## src/verilog/sfm_pkg.sv

```systemverilog
// Package of constants and types for the servo fault manager
package sfm_pkg;

    // Number of fault detector inputs; index 0 is the highest priority
    localparam int unsigned NUM_FAULTS = 8;
    // Fault index of bus over-voltage
    localparam int unsigned OV_IDX = 0;
    // Width of the ADC bus voltage sample
    localparam int unsigned VBUS_W = 12;
    // Width of a fault code / blink count
    localparam int unsigned CODE_W = 5;

    // Clock rate in kHz
    localparam int unsigned CLK_KHZ = 50000;
    // Self-reset recovery delay, ms (allowed window 50 to 100 ms)
    localparam int unsigned RECOVER_MS = 75;
    // Cycles of recovery delay, derived from rate
    localparam int unsigned RECOVER_CYC = RECOVER_MS * CLK_KHZ;
    // LED blink on/off phase, ms, and gap between code repeats
    localparam int unsigned BLINK_MS = 250;
    localparam int unsigned BLINK_CYC = BLINK_MS * CLK_KHZ;
    localparam int unsigned GAP_BLINKS = 4;

    // Latching class per fault (bit set = latching); over-voltage never latches
    localparam logic [NUM_FAULTS-1:0] LATCH_MASK = 8'hfe;
    // Blink code reported for each fault index, priority order by index
    localparam logic [NUM_FAULTS*CODE_W-1:0] CODE_TABLE =
        {5'h08, 5'h07, 5'h06, 5'h05, 5'h04, 5'h03, 5'h02, 5'h01};
    // Reset values
    localparam logic [CODE_W-1:0] CODE_NONE = 5'h00;

    // LED sequencer states
    typedef enum logic [1:0] {
        SFM_LED_IDLE = 2'b00,
        SFM_LED_ON   = 2'b01,
        SFM_LED_OFF  = 2'b10,
        SFM_LED_GAP  = 2'b11
    } sfm_led_state_t;

endpackage : sfm_pkg

```

## src/verilog/sfm_led_if.sv

```systemverilog
// Interface carrying the reported code from fault core to the LED sequencer
`timescale 1ns/1ps
`default_nettype none
interface sfm_led_if;
    logic                      valid; // A fault is being reported
    logic [sfm_pkg::CODE_W-1:0] code; // Blink count of the reported fault
    modport src (output valid, output code);
    modport dst (input valid, input code);
endinterface : sfm_led_if
`default_nettype wire

```

## src/verilog/sfm_led_blinker.sv

```systemverilog
// LED blink-code sequencer: flashes the reported code, then a pause
`timescale 1ns/1ps
`default_nettype none
module sfm_led_blinker #(
    parameter int unsigned BLINK_CYC = sfm_pkg::BLINK_CYC
) (
    // Clock and reset
    input  wire logic ref_clk_i,
    input  wire logic resetn_i,
    // Code to show
    sfm_led_if.dst    rep,
    // LED drive
    output logic      led_o
);
    sfm_pkg::sfm_led_state_t   st_reg, st_next;       // Sequencer state
    logic [31:0]               tmr_reg, tmr_next;     // Phase timer
    logic [sfm_pkg::CODE_W-1:0] cnt_reg, cnt_next;    // Blinks left / gap phases
    logic [sfm_pkg::CODE_W-1:0] code_reg, code_next;  // Code held for a full cycle
    logic                      led_reg, led_next;     // Registered LED drive
    logic                      tdone;                 // Phase timer expired

    assign tdone = (tmr_reg == 32'h0);
    assign led_o = led_reg;

    // Next state: a code is shown whole before a new one is sampled,
    // so a priority change never truncates a blink train
    always_comb begin
        st_next   = st_reg;
        tmr_next  = tdone ? tmr_reg : tmr_reg - 32'h1;
        cnt_next  = cnt_reg;
        code_next = code_reg;
        led_next  = 1'b0;
        unique case (st_reg)
            sfm_pkg::SFM_LED_IDLE: begin
                if (rep.valid && rep.code != sfm_pkg::CODE_NONE) begin
                    code_next = rep.code;
                    cnt_next  = rep.code;
                    tmr_next  = BLINK_CYC[31:0] - 32'h1;
                    // Light now, as on the OFF to ON step, so the first pulse is full width
                    led_next  = 1'b1;
                    st_next   = sfm_pkg::SFM_LED_ON;
                end
            end
            sfm_pkg::SFM_LED_ON: begin
                led_next = 1'b1;
                if (tdone) begin
                    led_next = 1'b0;
                    cnt_next = cnt_reg - 5'h01;
                    tmr_next = BLINK_CYC[31:0] - 32'h1;
                    st_next  = sfm_pkg::SFM_LED_OFF;
                end
            end
            sfm_pkg::SFM_LED_OFF: begin
                if (tdone) begin
                    tmr_next = BLINK_CYC[31:0] - 32'h1;
                    if (cnt_reg == 5'h00) begin
                        cnt_next = sfm_pkg::GAP_BLINKS[sfm_pkg::CODE_W-1:0];
                        st_next  = sfm_pkg::SFM_LED_GAP;
                    end else begin
                        led_next = 1'b1;
                        st_next  = sfm_pkg::SFM_LED_ON;
                    end
                end
            end
            sfm_pkg::SFM_LED_GAP: begin
                if (tdone) begin
                    tmr_next = BLINK_CYC[31:0] - 32'h1;
                    cnt_next = cnt_reg - 5'h01;
                    if (cnt_reg == 5'h01) begin
                        st_next = sfm_pkg::SFM_LED_IDLE;
                    end
                end
            end
        endcase
    end

    // Register stage
    always_ff @(posedge ref_clk_i) begin
        if (!resetn_i) begin
            st_reg   <= sfm_pkg::SFM_LED_IDLE;
            tmr_reg  <= 32'h0;
            cnt_reg  <= 5'h00;
            code_reg <= 5'h00;
            led_reg  <= 1'b0;
        end else begin
            st_reg   <= st_next;
            tmr_reg  <= tmr_next;
            cnt_reg  <= cnt_next;
            code_reg <= code_next;
            led_reg  <= led_next;
        end
    end
endmodule : sfm_led_blinker
`default_nettype wire

```

## src/verilog/sfm_fault_manager.sv

```systemverilog
// Servo fault manager: gate disable, latching, auto-recovery, priority report
// Function
// - Any fault immediately removes output stage enable
// - Hold source only for latching-class faults
// - LED blinks the reported fault's code
// - Self-reset faults re-enable after 50-100 ms
// - Enable deassert or power cycle clears latches
// - Report only highest-priority active fault
// - After enable cycle, show next remaining fault
// - Over-voltage non-latching, trips above threshold
// - Over-voltage clears below threshold minus hysteresis
`timescale 1ns/1ps
`default_nettype none
module sfm_fault_manager #(
    // Recovery delay in cycles; shorten for simulation
    parameter int unsigned RECOVER_CYC = sfm_pkg::RECOVER_CYC,
    // LED phase length in cycles; shorten for simulation
    parameter int unsigned BLINK_CYC   = sfm_pkg::BLINK_CYC
) (
    // Clock and reset (reset doubles as control power-on)
    input  wire logic                          ref_clk_i,
    input  wire logic                          resetn_i,
    // Fault detectors, asynchronous levels, active high
    input  wire logic [sfm_pkg::NUM_FAULTS-1:0] fault_det_i,
    // Bus voltage sample and over-voltage thresholds, same clock
    input  wire logic [sfm_pkg::VBUS_W-1:0]     vbus_i,
    input  wire logic [sfm_pkg::VBUS_W-1:0]     ov_trip_i,
    input  wire logic [sfm_pkg::VBUS_W-1:0]     ov_hyst_i,
    // Drive enable pin, asynchronous, active low
    input  wire logic                          drive_en_n_i,
    // Inverter gate enable, high allows switching
    output logic                               gate_en_o,
    // Status
    output logic                               faulted_o,
    output logic [sfm_pkg::CODE_W-1:0]         fault_code_o,
    output logic                               led_o
);
    localparam int unsigned N = sfm_pkg::NUM_FAULTS;

    // Three-stage synchronisers for pins; first stage feeds only the second
    logic [N-1:0] fs1_reg, fs2_reg, fs3_reg;
    logic [N-1:0] fstab_reg, fstab_next;   // Debounced fault levels
    logic [2:0]   es_reg;                  // Enable pin synchroniser
    logic         en_stab_reg, en_stab_next; // Debounced enable, high = enabled
    logic         en_prev_reg;             // Previous enable for edge detect

    // Fault state
    logic         ov_reg, ov_next;         // Over-voltage with hysteresis
    logic [N-1:0] latch_reg, latch_next;   // Latched sources
    logic [31:0]  rec_reg, rec_next;       // Recovery countdown
    logic [sfm_pkg::CODE_W-1:0] code_reg, code_next; // Reported code
    logic         rep_reg, rep_next;       // A fault is reported
    logic         gate_reg, gate_next;     // Registered gate enable

    logic [N-1:0] active;                  // Live plus latched faults
    logic         en_fall;                 // Enable just went to disable state
    logic         en_rise;                 // Enable just re-applied
    logic [N-1:0] ov_vec;                  // Over-voltage placed in its slot

    sfm_led_if rep_if ();

    // Fixed priority: lowest index wins
    function automatic logic [sfm_pkg::CODE_W-1:0] prio_code(input logic [N-1:0] v);
        logic [sfm_pkg::CODE_W-1:0] c;
        c = sfm_pkg::CODE_NONE;
        for (int i = N - 1; i >= 0; i--) begin
            if (v[i]) begin
                c = sfm_pkg::CODE_TABLE[i*sfm_pkg::CODE_W +: sfm_pkg::CODE_W];
            end
        end
        return c;
    endfunction : prio_code

    // Pin synchronisers, one per detector via generate
    genvar g;
    generate
        for (g = 0; g < N; g++) begin : g_sync
            always_ff @(posedge ref_clk_i) begin
                if (!resetn_i) begin
                    fs1_reg[g] <= 1'b0;
                    fs2_reg[g] <= 1'b0;
                    fs3_reg[g] <= 1'b0;
                end else begin
                    fs1_reg[g] <= fault_det_i[g];
                    fs2_reg[g] <= fs1_reg[g];
                    fs3_reg[g] <= fs2_reg[g];
                end
            end
        end
    endgenerate

    // Enable pin synchroniser; reset as disabled (pin high)
    always_ff @(posedge ref_clk_i) begin
        if (!resetn_i) begin
            es_reg <= 3'h7;
        end else begin
            es_reg <= {es_reg[1:0], drive_en_n_i};
        end
    end

    // Accept a change only when stages two and three agree
    always_comb begin
        fstab_next = fstab_reg;
        for (int i = 0; i < N; i++) begin
            if (fs2_reg[i] == fs3_reg[i]) begin
                fstab_next[i] = fs3_reg[i];
            end
        end
        en_stab_next = en_stab_reg;
        if (es_reg[1] == es_reg[2]) begin
            en_stab_next = ~es_reg[2];
        end
    end

    assign en_fall = en_prev_reg & ~en_stab_reg;
    assign en_rise = ~en_prev_reg & en_stab_reg;

    // Over-voltage comparator with hysteresis band
    always_comb begin
        ov_next = ov_reg;
        if (vbus_i > ov_trip_i) begin
            ov_next = 1'b1;
        end else if ({1'b0, vbus_i} + {1'b0, ov_hyst_i} < {1'b0, ov_trip_i}) begin
            ov_next = 1'b0;
        end
    end

    always_comb begin
        ov_vec         = '0;
        ov_vec[sfm_pkg::OV_IDX] = ov_reg;
    end

    assign active = fstab_reg | ov_vec | latch_reg;

    // Fault state next values
    always_comb begin
        // Latch set wins over the enable clear in the same cycle
        latch_next = latch_reg;
        if (en_fall) begin
            latch_next = '0;
        end
        latch_next = latch_next | (fstab_reg & sfm_pkg::LATCH_MASK);

        // Recovery timer reloads while any fault stands, counts after all clear
        rec_next = rec_reg;
        if (active != '0) begin
            rec_next = RECOVER_CYC[31:0];
        end else if (rec_reg != 32'h0) begin
            rec_next = rec_reg - 32'h1;
        end

        // Gate drops in the cycle a fault is seen, returns after delay
        gate_next = (active == '0) && (rec_reg == 32'h0) && en_stab_reg;

        // Report is frozen while latched until the enable is cycled,
        // then the highest remaining fault is shown
        code_next = code_reg;
        rep_next  = rep_reg;
        if (!rep_reg || en_rise || (latch_reg == '0)) begin
            code_next = prio_code(active);
            rep_next  = (active != '0);
        end
    end

    // Register stage for everything past the synchronisers
    always_ff @(posedge ref_clk_i) begin
        if (!resetn_i) begin
            fstab_reg   <= '0;
            en_stab_reg <= 1'b0;
            en_prev_reg <= 1'b0;
            ov_reg      <= 1'b0;
            latch_reg   <= '0;
            rec_reg     <= 32'h0;
            code_reg    <= sfm_pkg::CODE_NONE;
            rep_reg     <= 1'b0;
            gate_reg    <= 1'b0;
        end else begin
            fstab_reg   <= fstab_next;
            en_stab_reg <= en_stab_next;
            en_prev_reg <= en_stab_reg;
            ov_reg      <= ov_next;
            latch_reg   <= latch_next;
            rec_reg     <= rec_next;
            code_reg    <= code_next;
            rep_reg     <= rep_next;
            gate_reg    <= gate_next;
        end
    end

    // Gate is also cut combinationally so a registered fault stops it at once
    assign gate_en_o    = gate_reg & (active == '0);
    assign faulted_o    = rep_reg;
    assign fault_code_o = code_reg;
    assign rep_if.valid = rep_reg;
    assign rep_if.code  = code_reg;

    // LED sequencer
    sfm_led_blinker #(
        .BLINK_CYC (BLINK_CYC)
    ) u_led (
        .ref_clk_i (ref_clk_i),
        .resetn_i  (resetn_i),
        .rep       (rep_if),
        .led_o     (led_o)
    );
endmodule : sfm_fault_manager
`default_nettype wire

```

## config.mk

```make
export PLATFORM = sky130hd
export DESIGN_NAME = sfm_fault_manager
export DESIGN_NICKNAME = d
export VERILOG_FILES = /design/src/verilog/sfm_pkg.sv /design/src/verilog/sfm_led_if.sv /design/src/verilog/sfm_led_blinker.sv /design/src/verilog/sfm_fault_manager.sv
export SDC_FILE = /design/constraint.sdc
export NUM_CORES = 1
export LEC_CHECK = 0
export BUFFER_PORTS_ARGS = -buffer_cell sky130_fd_sc_hd__buf_2
export CORE_ASPECT_RATIO = 0.5
export CORE_UTILIZATION = 35
export DETAILED_ROUTE_END_ITERATION = 16
export HOLD_SLACK_MARGIN = 0.12
export PLACE_DENSITY_LB_ADDON = 0.05
export SLEW_MARGIN = 10
export SYNTH_ARGS = -nofsm -noshare
export SYNTH_HDL_FRONTEND = slang
export SYNTH_SLANG_ARGS = --single-unit
```

## constraint.sdc

```tcl
create_clock -name ref_clk_i -period 7.95 [get_ports ref_clk_i]
set_input_delay 0.3975 -clock ref_clk_i [delete_from_list [all_inputs] [get_ports ref_clk_i]]
set_output_delay 0.3975 -clock ref_clk_i [all_outputs]
set_load 0.02 [all_outputs]
```

==> summary.txt <==
Power
  • Internal: 1.55 mW
  • Total power: 2.49 mW
  • Combinational power share: 0.364
  • Sw Pwr: 948 uW
  • Peak VDD IR: 0.139 mV
  • Clock share of power: 0.300
  • Switch share: 0.380
  • Pwr/cell area: 342 mW/mm^2
  • Leakage: 2.92 nW
  • Sequential share of power: 0.335

Clock tree
  • Cts repair resizes: 0
  • CTS root buf: clkbuf_16
  • Post-CTS setup buffer count: 0
  • CTS tree: yes
  • CTS Hold Bufs: 0
  • Later-pin clock latency in the skew report: 420 ps
  • H-Tree Depth: 4
  • CTS buffer count: 17
  • CTS Sinks: 123
  • Clk pin slew, worst setup/hold paths: 60 ps
  • Bufs on Longest Clock Path: 2

Logic synthesis
  • Register area share after synthesis: 0.394
  • Net Count, Synth: 823
  • Cell Area, Synth: 0.00625 sq mm
  • Post-synth EDFFs: 0
  • Top_reg_cell synth: dfxtp_1
  • Syn Area/Cell: 8.52 sq um
  • Number of synthesis warnings: 0
  • Yosys reg bits: 123
  • Yosys cell types: 53
  • Synth async-reset ratio: 0
  • Post-Syn Instances: 733

Place
  • HPWL Detailed: 9960 um
  • Gpl congestion: 0.822
  • IO buf count: 53
  • Placed Instance Area: 0.00671 sq mm
  • Worst slack at placement: 4410 ps

Route
  • DRC: 0
  • WL met3: 584 um
  • Average routed wire per standard cell: 13.9 um
  • Antenna Violating Nets Remaining: 0
  • Routed met1 length: 7480 um
  • TritonRoute pass-1 iters: 5
  • Met2 wire length: 6100 um
  • Initial drt markers: 266
  • DRT Wirelength: 14,300 um
  • Via count: 5,265
  • Vias per cell: 5.12
  • Max Used Layer: met4

GRT
  • Vias in the first global route: 4,891
  • First-pass GRT wire length: 24,000 um
  • Largest net degree at the start of global routing: 55
  • GRT Overall Usage: 0.166
  • Initial antenna violation count: 0
  • Grt ovf: 0

Hold path
  • Hold Crit Class: input pin to register

Floorplan
  • Starting Density: 0.359
  • Core area: 0.0174 sq mm
  • Rows: 34
  • IO Count: 55
  • Die Y: 96.5 um
  • Die Area: 0.0184 sq mm
  • Die Width: 191 um

STA
  • RSZ-0062 raised after global routing: false
  • Final hold vios: 0
  • Tmin final: 3090 ps
  • Final setup viols: 0
  • Fin crit share: 0.388
  • Layout Skew: 9.35 ps
  • Peak Freq: 324 MHz
  • Worst-Margin Slew: 1020 ps
  • Worst hold slack: 161 ps
  • TNS Setup: 0 ps
  • Final WS setup: 4860 ps
  • Max-slew violations: 0
  • Rel. slew slack: 0.320

Finish
  • Final instance area: 0.00729 sq mm
  • Nets: 871
  • Most frequent cells in the layout: dfxtp_1, nor2_1, a21oi_1
  • N_diodes: 0
  • Layout cells sized above 1: 0.128
  • FILL cells: 1,776
  • Area used by multi-input combinational logic: 0.00356 sq mm
  • Area growth from synthesis to layout: 16.7%
  • Most common cell after layout, fill and taps aside: dfxtp_1
  • Sequential Area: 0.00246 sq mm

Worst setup path
  • Critical Path End Type: register
  • FF-to-FF setup slack: 4930 ps
  • CP max FO: 3
  • Kind of critical path: input pin to register
  • Crit start category: input pin
  • Worst EP arrival: 3390 ps
  • CP required: 8250 ps

Job
  • Maximum Capacitance Violations: 0

Outcome
  • Status: completed
[power groups by stage]
stage | Sequential (mW) | Combinational (mW) | Clock [mW]
after floorplan | 0.824 | 0.726 | 0
after global placement | 0.847 | 0.903 | 0
after global routing | 0.853 | 1.04 | 0.800
final | 0.836 | 0.908 | 0.749
after detailed placement | 0.846 | 0.910 | 0
after CTS | 0.836 | 0.915 | 0.772
[worst max-delay path, stage by stage]
cell and delay, ps:
buf_2 120, ha_1 310, a211oi_1 250, nor2_1 110
or4_1 430, a211oi_1 390, a21oi_1 150, xor2_1 170
ha_1 290, a2111oi_0 350, o211ai_1 160, a32o_1 280
[synth_stat cells, types with 5 or more instances]
| cell type | instances | area [sq um] |
|---|---|---|
| xnor2_1 | 36 | 315 |
| or4_1 | 13 | 97.6 |
| buf_2 | 5 | 25.0 |
| clkbuf_1 | 19 | 71.3 |
| ha_1 | 42 | 526 |
| a31oi_1 | 9 | 56.3 |
| nor2_1 | 82 | 308 |
| o21ai_0 | 29 | 145 |
| or3_1 | 11 | 68.8 |
| o211ai_1 | 6 | 45.0 |
| a211oi_1 | 12 | 90.1 |
| xor2_1 | 24 | 210 |
| a21oi_1 | 65 | 325 |
| dfxtp_1 | 123 | 2460 |
| nor3_1 | 28 | 140 |
| nand3_1 | 21 | 105 |
| nor4_1 | 25 | 156 |
| inv_1 | 27 | 101 |
| nand2b_1 | 9 | 56.3 |
| o21a_1 | 7 | 52.6 |
| and2_1 | 28 | 175 |
| o41ai_1 | 5 | 43.8 |
| nand4_1 | 7 | 43.8 |
| nand2_1 | 47 | 176 |
[path summary, 6_finish.rpt]
path,to,depth (start not counted),start
worst min-delay path,es_reg[0]$_SDFF_PN1_,2,drive_en_n_i
worst max-delay path,ov_reg$_SDFFE_PN0P_,12,vbus_i[1]
worst min register to register,es_reg[1]$_SDFF_PN1_,1,es_reg[0]$_SDFF_PN1_
worst max register to register,u_led.tmr_reg[24]$_SDFF_PN0_,6,u_led.tmr_reg[6]$_SDFF_PN0_
[cell families after synthesis]
kind of cell / Yosys count / share of synthesized area
other cells: 1 / 0.000600
mux: 2 / 0.00340
compound gates: 149 / 0.142
flops: 123 / 0.394
xor+xnor: 60 / 0.0841
fa+ha+maj: 43 / 0.0873
simple gates: 300 / 0.251
buf+inv: 55 / 0.0371
[area by class of cell]
| class | instances | area share |
|---|---|---|
| well taps | 234 | 0.0402 |
| flip-flops and latches | 123 | 0.338 |
| repair buffers | 56 | 0.0395 |
| clock buffers | 18 | 0.0602 |
| clock inverters | 14 | 0.0189 |
| inverters | 28 | 0.0144 |
| multi-input cells | 555 | 0.489 |
[metrics by stage]
stage / std cells / utilization
after detailed placement: 996 / 0.386
after floorplan: 733 / -
after global placement: 996 / 0.386
after global routing: 1028 / 0.419
after CTS: 1028 / 0.419
final: 1028 / 0.419
[metal layers]
| metal | GRT usage | vias to the layer above |
|---|---|---|
| li1 | - | 2711 |
| met1 | 0.227 | 2456 |
| met2 | 0.258 | 87 |
| met3 | 0.0376 | 11 |
| met4 | 0.0520 | 0 |
| met5 | 0 | - |
Power figures use the tool's default switching activity.
